File: config.mk
export PLATFORM = sky130hd
export DESIGN_NAME = tms_sequencer
export DESIGN_NICKNAME = d
export VERILOG_FILES = /design/src/design/tms_pkg.sv /design/src/design/tms_sequencer.sv
export SDC_FILE = /design/constraint.sdc
export NUM_CORES = 2
export LEC_CHECK = 0
export ABC_AREA = 1
export BUFFER_PORTS_ARGS = -buffer_cell sky130_fd_sc_hd__buf_2
export CAP_MARGIN = 20
export CORE_MARGIN = 1.5
export CORE_UTILIZATION = 35
export DETAILED_ROUTE_END_ITERATION = 12
export GPL_TIMING_DRIVEN = 0
export SLEW_MARGIN = 25
export SYNTH_ARGS = -nofsm -noshare
export SYNTH_HDL_FRONTEND = slang
export SYNTH_SLANG_ARGS = --single-unit
File: constraint.sdc
create_clock -name clock_i -period 6.93 [get_ports clock_i]
set_input_delay 0.693 -clock clock_i [delete_from_list [all_inputs] [get_ports clock_i]]
set_output_delay 0.693 -clock clock_i [all_outputs]
set_load 0.02 [all_outputs]
File: src/design/tms_pkg.sv
// Purpose: shared constants and carriers of the measurement sequencer
// Assumes: apb slave with 8-bit byte addresses and 32-bit data
// Notes:   one aligned word per register, narrow data in the low bits
package tms_pkg;

    // ==========================================================
    // bus carriers
    typedef struct packed {
        logic [7:0]  paddr;
        logic        psel;
        logic        penable;
        logic        pwrite;
        logic [31:0] pwdata;
    } tms_apb_req_t;

    typedef struct packed {
        logic [31:0] prdata;
        logic        pready;
        logic        pslverr;
    } tms_apb_rsp_t;

    // ==========================================================
    // register offsets (byte addresses)
    localparam logic [7:0] OFF_SETUP_A   = 8'h00;
    localparam logic [7:0] OFF_SETUP_B   = 8'h04;
    localparam logic [7:0] OFF_IRQ_STS   = 8'h08;
    localparam logic [7:0] OFF_IRQ_MSK   = 8'h0C;
    localparam logic [7:0] OFF_CRS_OVF   = 8'h10;
    localparam logic [7:0] OFF_CLK_OVF   = 8'h14;
    localparam logic [7:0] OFF_HOLDOFF   = 8'h18;
    localparam logic [7:0] OFF_FINE_BASE = 8'h40;
    localparam logic [7:0] OFF_CYC_BASE  = 8'h60;
    localparam logic [7:0] OFF_CAL_ONE   = 8'h78;
    localparam logic [7:0] OFF_CAL_MULTI = 8'h7C;

    // ==========================================================
    // field positions
    localparam int A_GO         = 0;
    localparam int A_MODE_LSB   = 1;
    localparam int A_START_EDGE = 3;
    localparam int A_STOP_EDGE  = 4;
    localparam int A_TRIG_EDGE  = 5;
    localparam int A_PARITY     = 6;
    localparam int A_FORCE_CAL  = 7;
    localparam int B_NSTOP_LSB  = 0;
    localparam int B_AVG_LSB    = 3;
    localparam int B_CALWIN_LSB = 6;
    localparam int STS_DONE     = 0;
    localparam int STS_CRS_OVF  = 1;
    localparam int STS_CLK_OVF  = 2;
    localparam int STS_BUSY     = 3;

    // ==========================================================
    // reset values and encodings
    localparam logic [7:0]  RST_SETUP_A = 8'h00;
    localparam logic [7:0]  RST_SETUP_B = 8'h40;
    localparam logic [7:0]  RST_IRQ_MSK = 8'h07;
    localparam logic [15:0] RST_CRS_OVF = 16'hFFFF;
    localparam logic [15:0] RST_CLK_OVF = 16'hFFFF;
    localparam logic [15:0] RST_HOLDOFF = 16'h0000;
    localparam logic [1:0]  MODE_TWO    = 2'h1;
    localparam int          NUM_FINE    = 6;
    localparam int          NUM_CYC     = 5;
    localparam logic [2:0]  MAX_STOPS   = 3'h5;
    localparam logic [7:0]  CAL_WIN_0   = 8'h02;
    localparam logic [7:0]  CAL_WIN_1   = 8'h0A;
    localparam logic [7:0]  CAL_WIN_2   = 8'h14;
    localparam logic [7:0]  CAL_WIN_3   = 8'h28;

    typedef enum logic [2:0] {
        ST_IDLE,
        ST_TRIG,
        ST_WAIT_START,
        ST_COUNT,
        ST_CAL,
        ST_FIN
    } tms_state_t;

endpackage // tms_pkg

File: src/design/tms_sequencer.sv
// Purpose: trigger/start/stop sequencer of a stopwatch time converter
// Assumes: start_i, stop_i and fine codes synchronous to clock_i;
//          nrst_i is the enable pin and resets all configuration
// Notes:   the analog delay line supplies fine_code_i and ring_rate_i
//
// The register offsets and the APB interface to the registers were chosen for this implementation.
module tms_sequencer
    import tms_pkg::*;
(
    input  wire logic                  clock_i,
    input  wire logic                  nrst_i,
    input  wire tms_pkg::tms_apb_req_t apb_i,
    output      tms_pkg::tms_apb_rsp_t apb_o,
    input  wire logic                  start_i,
    input  wire logic                  stop_i,
    input  wire logic [7:0]            fine_code_i,
    input  wire logic [15:0]           ring_rate_i,
    output      logic                  trigger_out_o,
    output      logic                  irq_n_o,
    output      logic                  irq_n_oe_o
);
    import tms_pkg::*;

    // ==========================================================
    // state
    typedef struct packed {
        tms_state_t             st;
        logic [7:0]             setup_a;
        logic [7:0]             setup_b;
        logic [7:0]             sts;
        logic [7:0]             msk;
        logic [15:0]            crs_ovf;
        logic [15:0]            clk_ovf;
        logic [15:0]            holdoff;
        logic [5:0][23:0]       fine;
        logic [4:0][23:0]       cyc;
        logic [23:0]            cal_one;
        logic [23:0]            cal_multi;
        logic [23:0]            cnt;
        logic [2:0]             stops;
        logic [7:0]             avg_done;
        logic                   start_prev;
        logic                   stop_prev;
        logic                   trig;
        logic                   trig_pin;
        logic                   irq;
        logic                   irq_n;
        tms_apb_rsp_t           rsp;
    } tms_regs_t;

    tms_regs_t   q;
    tms_regs_t   d;

    logic        acc;
    logic        hit;
    logic        is_result;
    logic [23:0] rd_val;
    logic [31:0] wdat;
    logic        wr_fire;
    logic        mode_two;
    logic        start_edge;
    logic        stop_edge;
    logic [2:0]  nstops;
    logic [8:0]  avg_total;
    logic [7:0]  cal_win;
    logic [2:0]  idx;
    logic        last_stop;
    logic [39:0] prod;
    logic [NUM_FINE-1:0] fine_sel;
    logic [NUM_CYC-1:0]  cyc_sel;

    // ==========================================================
    // result slot address match, one comparator per slot
    for (genvar g = 0; g < NUM_FINE; g++) begin : g_fine_sel
        assign fine_sel[g] = (apb_i.paddr == OFF_FINE_BASE + 8'(4 * g));
    end
    for (genvar g = 0; g < NUM_CYC; g++) begin : g_cyc_sel
        assign cyc_sel[g] = (apb_i.paddr == OFF_CYC_BASE + 8'(4 * g));
    end

    // ==========================================================
    // next state
    always_comb begin
        d         = q;
        acc       = apb_i.psel & apb_i.penable;
        wdat      = apb_i.pwdata;
        hit       = 1'b1;
        is_result = 1'b0;
        rd_val    = 24'h000000;
        mode_two  = (q.setup_a[A_MODE_LSB +: 2] == MODE_TWO);
        idx       = 3'h0;
        last_stop = 1'b0;
        prod      = 40'h0000000000;

        // ==========================================================
        // read decode
        case (apb_i.paddr)
            OFF_SETUP_A: rd_val = {16'h0000, q.setup_a};
            OFF_SETUP_B: rd_val = {16'h0000, q.setup_b};
            OFF_IRQ_STS: rd_val = {16'h0000, q.sts};
            OFF_IRQ_MSK: rd_val = {16'h0000, q.msk};
            OFF_CRS_OVF: rd_val = {8'h00, q.crs_ovf};
            OFF_CLK_OVF: rd_val = {8'h00, q.clk_ovf};
            OFF_HOLDOFF: rd_val = {8'h00, q.holdoff};
            OFF_CAL_ONE: begin
                rd_val    = q.cal_one;
                is_result = 1'b1;
            end
            OFF_CAL_MULTI: begin
                rd_val    = q.cal_multi;
                is_result = 1'b1;
            end
            default: hit = 1'b0;
        endcase
        for (int i = 0; i < NUM_FINE; i++) begin
            if (fine_sel[i]) begin
                rd_val    = q.fine[i];
                hit       = 1'b1;
                is_result = 1'b1;
            end
        end
        for (int i = 0; i < NUM_CYC; i++) begin
            if (cyc_sel[i]) begin
                rd_val    = q.cyc[i];
                hit       = 1'b1;
                is_result = 1'b1;
            end
        end
        // even parity in the top bit of result words
        if (is_result && q.setup_a[A_PARITY]) begin
            rd_val[23] = ^rd_val[22:0];
        end

        // ==========================================================
        // apb answer one cycle into the access phase
        d.rsp.pready  = 1'b0;
        d.rsp.pslverr = 1'b0;
        if (acc && !q.rsp.pready) begin
            d.rsp.pready  = 1'b1;
            d.rsp.pslverr = !hit;
            d.rsp.prdata  = apb_i.pwrite ? 32'h00000000 : {8'h00, rd_val};
        end
        wr_fire = acc & q.rsp.pready & apb_i.pwrite & hit;

        // ==========================================================
        // register writes
        // settings persist
        if (wr_fire) begin
            case (apb_i.paddr)
                OFF_SETUP_A: begin
                    d.setup_a = wdat[7:0];
                    // a config write must not drop a running go bit
                    if (q.st != ST_IDLE) begin
                        d.setup_a[A_GO] = 1'b1;
                    end
                end
                OFF_SETUP_B: d.setup_b = wdat[7:0];
                // hardware sets below come after this clear and win
                OFF_IRQ_STS: d.sts = q.sts & ~wdat[7:0];
                OFF_IRQ_MSK: d.msk = wdat[7:0];
                OFF_CRS_OVF: d.crs_ovf = wdat[15:0];
                OFF_CLK_OVF: d.clk_ovf = wdat[15:0];
                OFF_HOLDOFF: d.holdoff = wdat[15:0];
                default: ;
            endcase
        end

        // ==========================================================
        // measurement start
        // go clears flags and results
        if (wr_fire && apb_i.paddr == OFF_SETUP_A && wdat[A_GO]
                && q.st == ST_IDLE) begin
            d.sts       = 8'h00;
            d.fine      = '0;
            d.cyc       = '0;
            d.cal_one   = 24'h000000;
            d.cal_multi = 24'h000000;
            d.avg_done  = 8'h00;
            d.st        = ST_TRIG;
        end

        // ==========================================================
        // edge detection with programmable polarity
        // idle pins at their reset level give no false edge
        start_edge = (start_i ^ q.setup_a[A_START_EDGE])
                   & !(q.start_prev ^ q.setup_a[A_START_EDGE]);
        stop_edge  = (stop_i ^ q.setup_a[A_STOP_EDGE])
                   & !(q.stop_prev ^ q.setup_a[A_STOP_EDGE]);
        d.start_prev = start_i;
        d.stop_prev  = stop_i;

        // ==========================================================
        // configuration decode
        nstops = (q.setup_b[B_NSTOP_LSB +: 3] >= 3'h4)
               ? MAX_STOPS : q.setup_b[B_NSTOP_LSB +: 3] + 3'h1;
        avg_total = 9'h001 << q.setup_b[B_AVG_LSB +: 3];
        case (q.setup_b[B_CALWIN_LSB +: 2])
            2'h0:    cal_win = CAL_WIN_0;
            2'h1:    cal_win = CAL_WIN_1;
            2'h2:    cal_win = CAL_WIN_2;
            default: cal_win = CAL_WIN_3;
        endcase

        // ==========================================================
        // measurement sequencer
        case (q.st)
            ST_IDLE: d.trig = 1'b0;
            ST_TRIG: begin
                d.trig = 1'b1;
                d.st   = ST_WAIT_START;
            end
            ST_WAIT_START: begin
                if (start_edge) begin
                    d.trig  = 1'b0;
                    // cycle count from next edge
                    // the first edge after start counts as cycle one
                    d.cnt   = 24'h000001;
                    d.stops = 3'h0;
                    if (mode_two) begin
                        d.fine[0] = q.fine[0] + 24'(fine_code_i);
                    end
                    d.st = ST_COUNT;
                end
            end
            ST_COUNT: begin
                d.cnt = q.cnt + 24'h000001;
                idx   = q.stops;
                if (stop_edge && q.cnt >= 24'(q.holdoff)) begin
                    // each stop in its own slot
                    d.stops   = q.stops + 3'h1;
                    last_stop = (q.stops + 3'h1 == nstops);
                    if (mode_two) begin
                        d.cyc[idx]          = q.cyc[idx] + q.cnt;
                        d.fine[idx + 3'h1]  = q.fine[idx + 3'h1]
                                            + 24'(fine_code_i);
                    end else begin
                        prod         = q.cnt * ring_rate_i;
                        d.fine[idx]  = q.fine[idx] + prod[23:0]
                                     + 24'(fine_code_i);
                    end
                    if (last_stop) begin
                        d.st = ST_CAL;
                    end
                end else if (mode_two && q.cnt > 24'(q.clk_ovf)) begin
                    d.sts[STS_CLK_OVF] = 1'b1;
                    d.st = q.setup_a[A_FORCE_CAL] ? ST_CAL : ST_FIN;
                end else if (!mode_two && q.cnt >= 24'(q.crs_ovf)) begin
                    d.sts[STS_CRS_OVF] = 1'b1;
                    d.st = q.setup_a[A_FORCE_CAL] ? ST_CAL : ST_FIN;
                end
            end
            ST_CAL: begin
                // calibration takes one cycle, derived from ring rate
                prod        = 40'(ring_rate_i) * 40'(cal_win);
                d.cal_one   = q.cal_one + 24'(ring_rate_i);
                d.cal_multi = q.cal_multi + prod[23:0];
                d.avg_done  = q.avg_done + 8'h01;
                if (9'(q.avg_done) + 9'h001 >= avg_total
                        || q.sts[STS_CRS_OVF] || q.sts[STS_CLK_OVF]) begin
                    d.st = ST_FIN;
                end else begin
                    d.st = ST_TRIG;
                end
            end
            ST_FIN: begin
                d.sts[STS_DONE]   = 1'b1;
                d.setup_a[A_GO]   = 1'b0;
                d.trig            = 1'b0;
                d.st              = ST_IDLE;
            end
            default: d.st = ST_IDLE;
        endcase

        // ==========================================================
        // status and pins
        d.sts[STS_BUSY] = (d.st != ST_IDLE);
        d.trig_pin      = d.trig ^ d.setup_a[A_TRIG_EDGE];
        d.irq           = |(d.sts[2:0] & d.msk[2:0]);
        d.irq_n         = !d.irq;
    end

    // ==========================================================
    // registers
    // enable low restores defaults
    always_ff @(posedge clock_i or negedge nrst_i) begin
        if (!nrst_i) begin
            q            <= '0;
            q.st         <= ST_IDLE;
            q.setup_a    <= RST_SETUP_A;
            q.setup_b    <= RST_SETUP_B;
            q.msk        <= RST_IRQ_MSK;
            q.crs_ovf    <= RST_CRS_OVF;
            q.clk_ovf    <= RST_CLK_OVF;
            q.holdoff    <= RST_HOLDOFF;
            q.irq_n      <= 1'b1;
        end else begin
            q <= d;
        end
    end

    // ==========================================================
    // outputs
    assign apb_o         = q.rsp;
    assign trigger_out_o = q.trig_pin;
    // open drain: pin pulled low only while an interrupt is pending
    assign irq_n_o       = q.irq_n;
    assign irq_n_oe_o    = q.irq;

endmodule // tms_sequencer

# Word level (Yosys, flattened, before mapping)
# Index checks and enable logic that the tools add are counted.
word_totals:
  out_inout_bits: 37
  regBits: 462
op_classes:
  muxes: 97
  eq_ne: 30
  shift: 1
  addsub: 12
  n_reduce_logical: 44
  n_lt_le_gt_ge: 9
  multipliers: 2
  bitwise_logic: 14
ops:
  columns: ["op", "n"]
  rows:
  - ["$mux 24", 19]
  - ["$mux 120", 3]
  - ["$mux 312", 1]
  - ["$bwmux 144", 2]
  - ["$mux 264", 1]
  - ["$bmux 24 s3", 3]
  - ["$pmux 24 s9", 1]
  - ["$demux 24 s3", 2]
  - ["$mux 144", 1]
  - ["$bwmux 120", 1]
  - ["$eq 8x7->1 const B", 13]
  - ["$mux 78", 1]
  - ["$add 24x24->24", 3]
  - ["$add 24x8->24", 3]
  - ["$pmux 27 s2", 1]
  - ["$ge 24x16->1", 2]
  - ["$mux 16", 3]
  - ["$mux 48", 1]
  - ["$mux 8", 6]
  - ["$pmux 24 s2", 1]
  - ["$mux 1", 33]
  - ["$mux 27", 1]
  - ["$mux 3", 9]
  - ["$add 24x1->24 const B", 1]
  - ["other kinds (46)", 97]

# Depth between registers and ports, before layout
depth:
  ltp_word: 26
  ltp_mapped: 34
  ltp_nobuf: 32

# Least setup slack after synthesis
# No wires, ideal clock.
synth_timing:
  path_kind: "register to register"
  from: "register q[48] in the netlist's numbering"
  to: "register q[287] in the netlist's numbering"
  path_stages_with_launch: 32
  arrival_time_ns: 6.374
  required_time_ns: 6.803
  path_slack_ns: 0.429
  setup_ns: 0.127
  period_less_slack_ns: 6.501
  n_path_buf: 3
  cell_sequence: "dfrtp_1 inv_1 buf_4 nand2_1 clkbuf_1 buf_1 o22ai_1 a221oi_1 o221ai_1 ha_1 inv_1 fa_1 inv_1 fa_1 fa_1 inv_1 fa_1 inv_1 ha_1 a21oi_1 o21ai_0 a21oi_1 inv_1 a21oi_1 inv_1 a21oi_1 o21ai_0 a21boi_0 xor2_1 nor2_1 o41ai_1 inv_1"
synth_rtl:
  columns: ["element", "line", "rtl"]
  rows:
  - ["start, declared", "tms_sequencer.sv:51", "tms_regs_t q;"]

==> impl_metrics.tcl <==
set metrics [dict create \
    holdCritPathClass "in -> reg" \
    htreeDepth 2 \
    root_buffer "clkbuf_16" \
    core_area_um2 123600 \
    whs_endpoint "q[38]" \
    grt_overflow 0 \
    grt_pass1_vias 42854 \
    syn_avg_cell_area_um2 7.337 \
    netlist_area_um2 43630 \
    design_area_um2 49930 \
    crit_type "reg -> reg" \
    dpl_cell_area_um2 46480 \
    crit_family "adder cells" \
    outcome "finished, final reports clean" \
    ys_seq_elements 461 \
    ys.flop_type "dfrtp_1" \
    endpoint_kind "flop" \
    leakagePower_nw 24.59 \
    whs_path_depth 1 \
    die_y_um 356.1 \
    synth_top_area_share_pct 24.32 \
    cts_sinks 461 \
    grt_use_total_pct 35.35 \
    final_layout_size_suffix_gt1_share_pct 9.811 \
    via_per_inst 5.793 \
    hold_violations 0 \
    port-buffer-count 83 \
    synth.most_common_cell "nand2_1" \
    synth_cell_types 73 \
    max-vdd-ir-drop_v 0.0009253 \
    hold_ws_ns 0.09642 \
    syn_inst 5947 \
    rows 129 \
    p_per_area_nw_per_um2 421.0 \
    drc_errors 0 \
    crit_arrival_ns 7.46 \
    synth_area_leaders "dfrtp_1 24%, fa_1 13%, nand2_1 11%, inv_1 10%, ha_1 6.9%" \
    antenna_found_initial 9 \
    yosys_warnings 0 \
    regArea_um2 11600 \
    drt_iter0_drc 5566 \
    yosysSeqAreaShare_pct 26.55 \
    cts_buffer_depth 3 \
    cap_violations 0 \
    reg2reg_slack_ns 0.02 \
    fin_crit_sh_pct 99.71 \
    cts_tree "yes" \
    grt_start_max_net_pins 87 \
    start_util_pct 35.29 \
    path_max_fanout 10 \
    fill_cells 12947 \
    dpl.cell_count 7685 \
    num_io_pins 108 \
    dieArea_um2 126800 \
    wl_per_cell_um 29.02 \
    finalPower_mw 21.02 \
    synth_commonest_cells "1,273 x nand2_1, 1,167 x inv_1, 442 x o21ai_0" \
    rr_worst_depth 28 \
    drtAntennaViolNets 0 \
    worstSetupStartpointType "flop" \
    cp_common_cell "inv_1" \
    async_flop_share_pct 100.0 \
    skew_ns 0.05940 \
    path_clk_slew_ns 0.06 \
    synth_area_leader_cell "dfrtp_1" \
    layout.cells.non_filler 7832 \
    multi_input_area_um2 27020 \
    grt_pass1_wl_um 318400 \
    utilization_pct 40.38 \
    worst_pin_slew_ns 1.196 \
    min-delay-start "stop_i" \
    min_period_ns 6.910 \
    firstDrtPassIters 9 \
    die_x_um 356.1 \
    drt_wl_total_um 227300 \
    slowest_stage "o211ai_1" \
    crit_buf_inv 13 \
    area.growth.synth_to_final_pct 14.44 \
    regToRegEndpoint "q[332]" \
    synth-edff-count 0 \
    cts_buffers 59 \
    setup_viol 0 \
    cp_data_required_time_ns 7.48 \
    drv_slew 0 \
    max_slew_margin_pct 20.29 \
    critPathMaxStageDelay_ns 0.80 \
    fin_nets 6735 \
    routabilityCongestion 1.089 \
    post-dp-hpwl_um 178500 \
    clkLatencyLatePin_ns 0.73 \
    clock.fmax_mhz 144.7 \
    vias 45371 \
    r2r-start "q[48]" \
]
[layout by cell type, fill, tap and decap left out, types with 51 or more instances in the layout]
cell          n
o21ai_0     436
dfrtp_1     410
nand4_1      51
xor2_1       52
buf_4        80
o221ai_1     60
nand3_1     231
nand2_1    1263
o22ai_1     265
ha_1        230
inv_1      1159
nor2_1      313
buf_2       148
clkbuf_16    61
a21oi_1     276
fa_1        285
clkbuf_1    139
[final cells by class]
class	count	share of cell area [%]
Antenna cell	8	0.04010
Buffer	283	3.100
Clock buffer	83	3.418
Clock inverter	27	0.7994
Inverter	1198	9.046
Multi-Input combinational cell	3996	54.12
Sequential cell	461	23.23
Tap cell	1637	4.102
Timing Repair Buffer	139	2.145
[worst reg2reg max path: cells and delay by family (launching register included)]
kind / cells / cell delay (ns)
fa+ha+maj: 6 / 2.65
compound gates: 7 / 1.81
buf+inv: 13 / 1.65
flops: 1 / 0.43
xor+xnor: 1 / 0.11
simple gates: 1 / 0.08
[flip-flops by register name, summed over array words and instances, names as in the netlist]
register / flops
irq_n_o: 1
q: 432
irq_n_oe_o: 1
trigger_out_o: 1
apb_o: 26
[power breakdown]
part / internal, mW / leakage (nW) / switching [mW]
registers: 3.28 / 5.56 / 0.832
clock network: 2.02 / 1.03 / 1.43
logic: 4.03 / 18.0 / 9.44
[worst max-delay path by stage]
| stage | from | endpoint | slack (ns) | cells past startpoint |
|---|---|---|---|---|
| floorplan | q[48] | q[287] | 0.43 | 31 |
| global placement | nrst_i | irq_n_oe_o | -5.35 | 1 |
| detailed placement | q[48] | q[311] | -2.78 | 30 |
| CTS | q[48] | q[335] | -0.04 | 31 |
| global route | q[48] | q[262] | -0.07 | 33 |
| finish | q[48] | q[332] | 0.02 | 28 |
[stage by stage]
stage / setup WS, ns / TNS (ns)
after CTS: -0.03638 / -0.1038
after floorplan: 0.4285 / 0
after detailed placement: -2.776 / -191.65
final: 0.02002 / 0
after global routing: -0.06510 / -0.3033
after global placement: -5.354 / -2610.66
[cell families (layout without fill, tap and decap cells)]
family | Yosys count | count (layout) | synth area share [%]
xor+xnor | 112 | 112 | 2.266
mux | 1 | 1 | 0.02581
fa+ha+maj | 526 | 526 | 20.01
buf+inv | 1497 | 1730 | 13.44
simple gates | 1974 | 1974 | 18.61
other cells | 1 | 16 | 0.008595
compound gates | 1375 | 1375 | 19.10
flops | 461 | 461 | 26.55
[routing by layer]
metal | routed length [µm] | track usage (%) | vias up
met5 | 34 | 0 | -
met4 | 17980 | 23.55 | 4
met3 | 25510 | 8.830 | 587
met2 | 94070 | 51.04 | 2835
met1 | 89700 | 46.58 | 22213
li1 | - | - | 19732
[what timing repair did]
item,in CTS,in global routing
hold buffers,1,0
pin swaps,15,38
endpoints found under the setup margin,120,80
resized for setup,149,101
setup buffers,22,22
hold endpoints to repair,50,0
(Power assumes the default switching activity.)
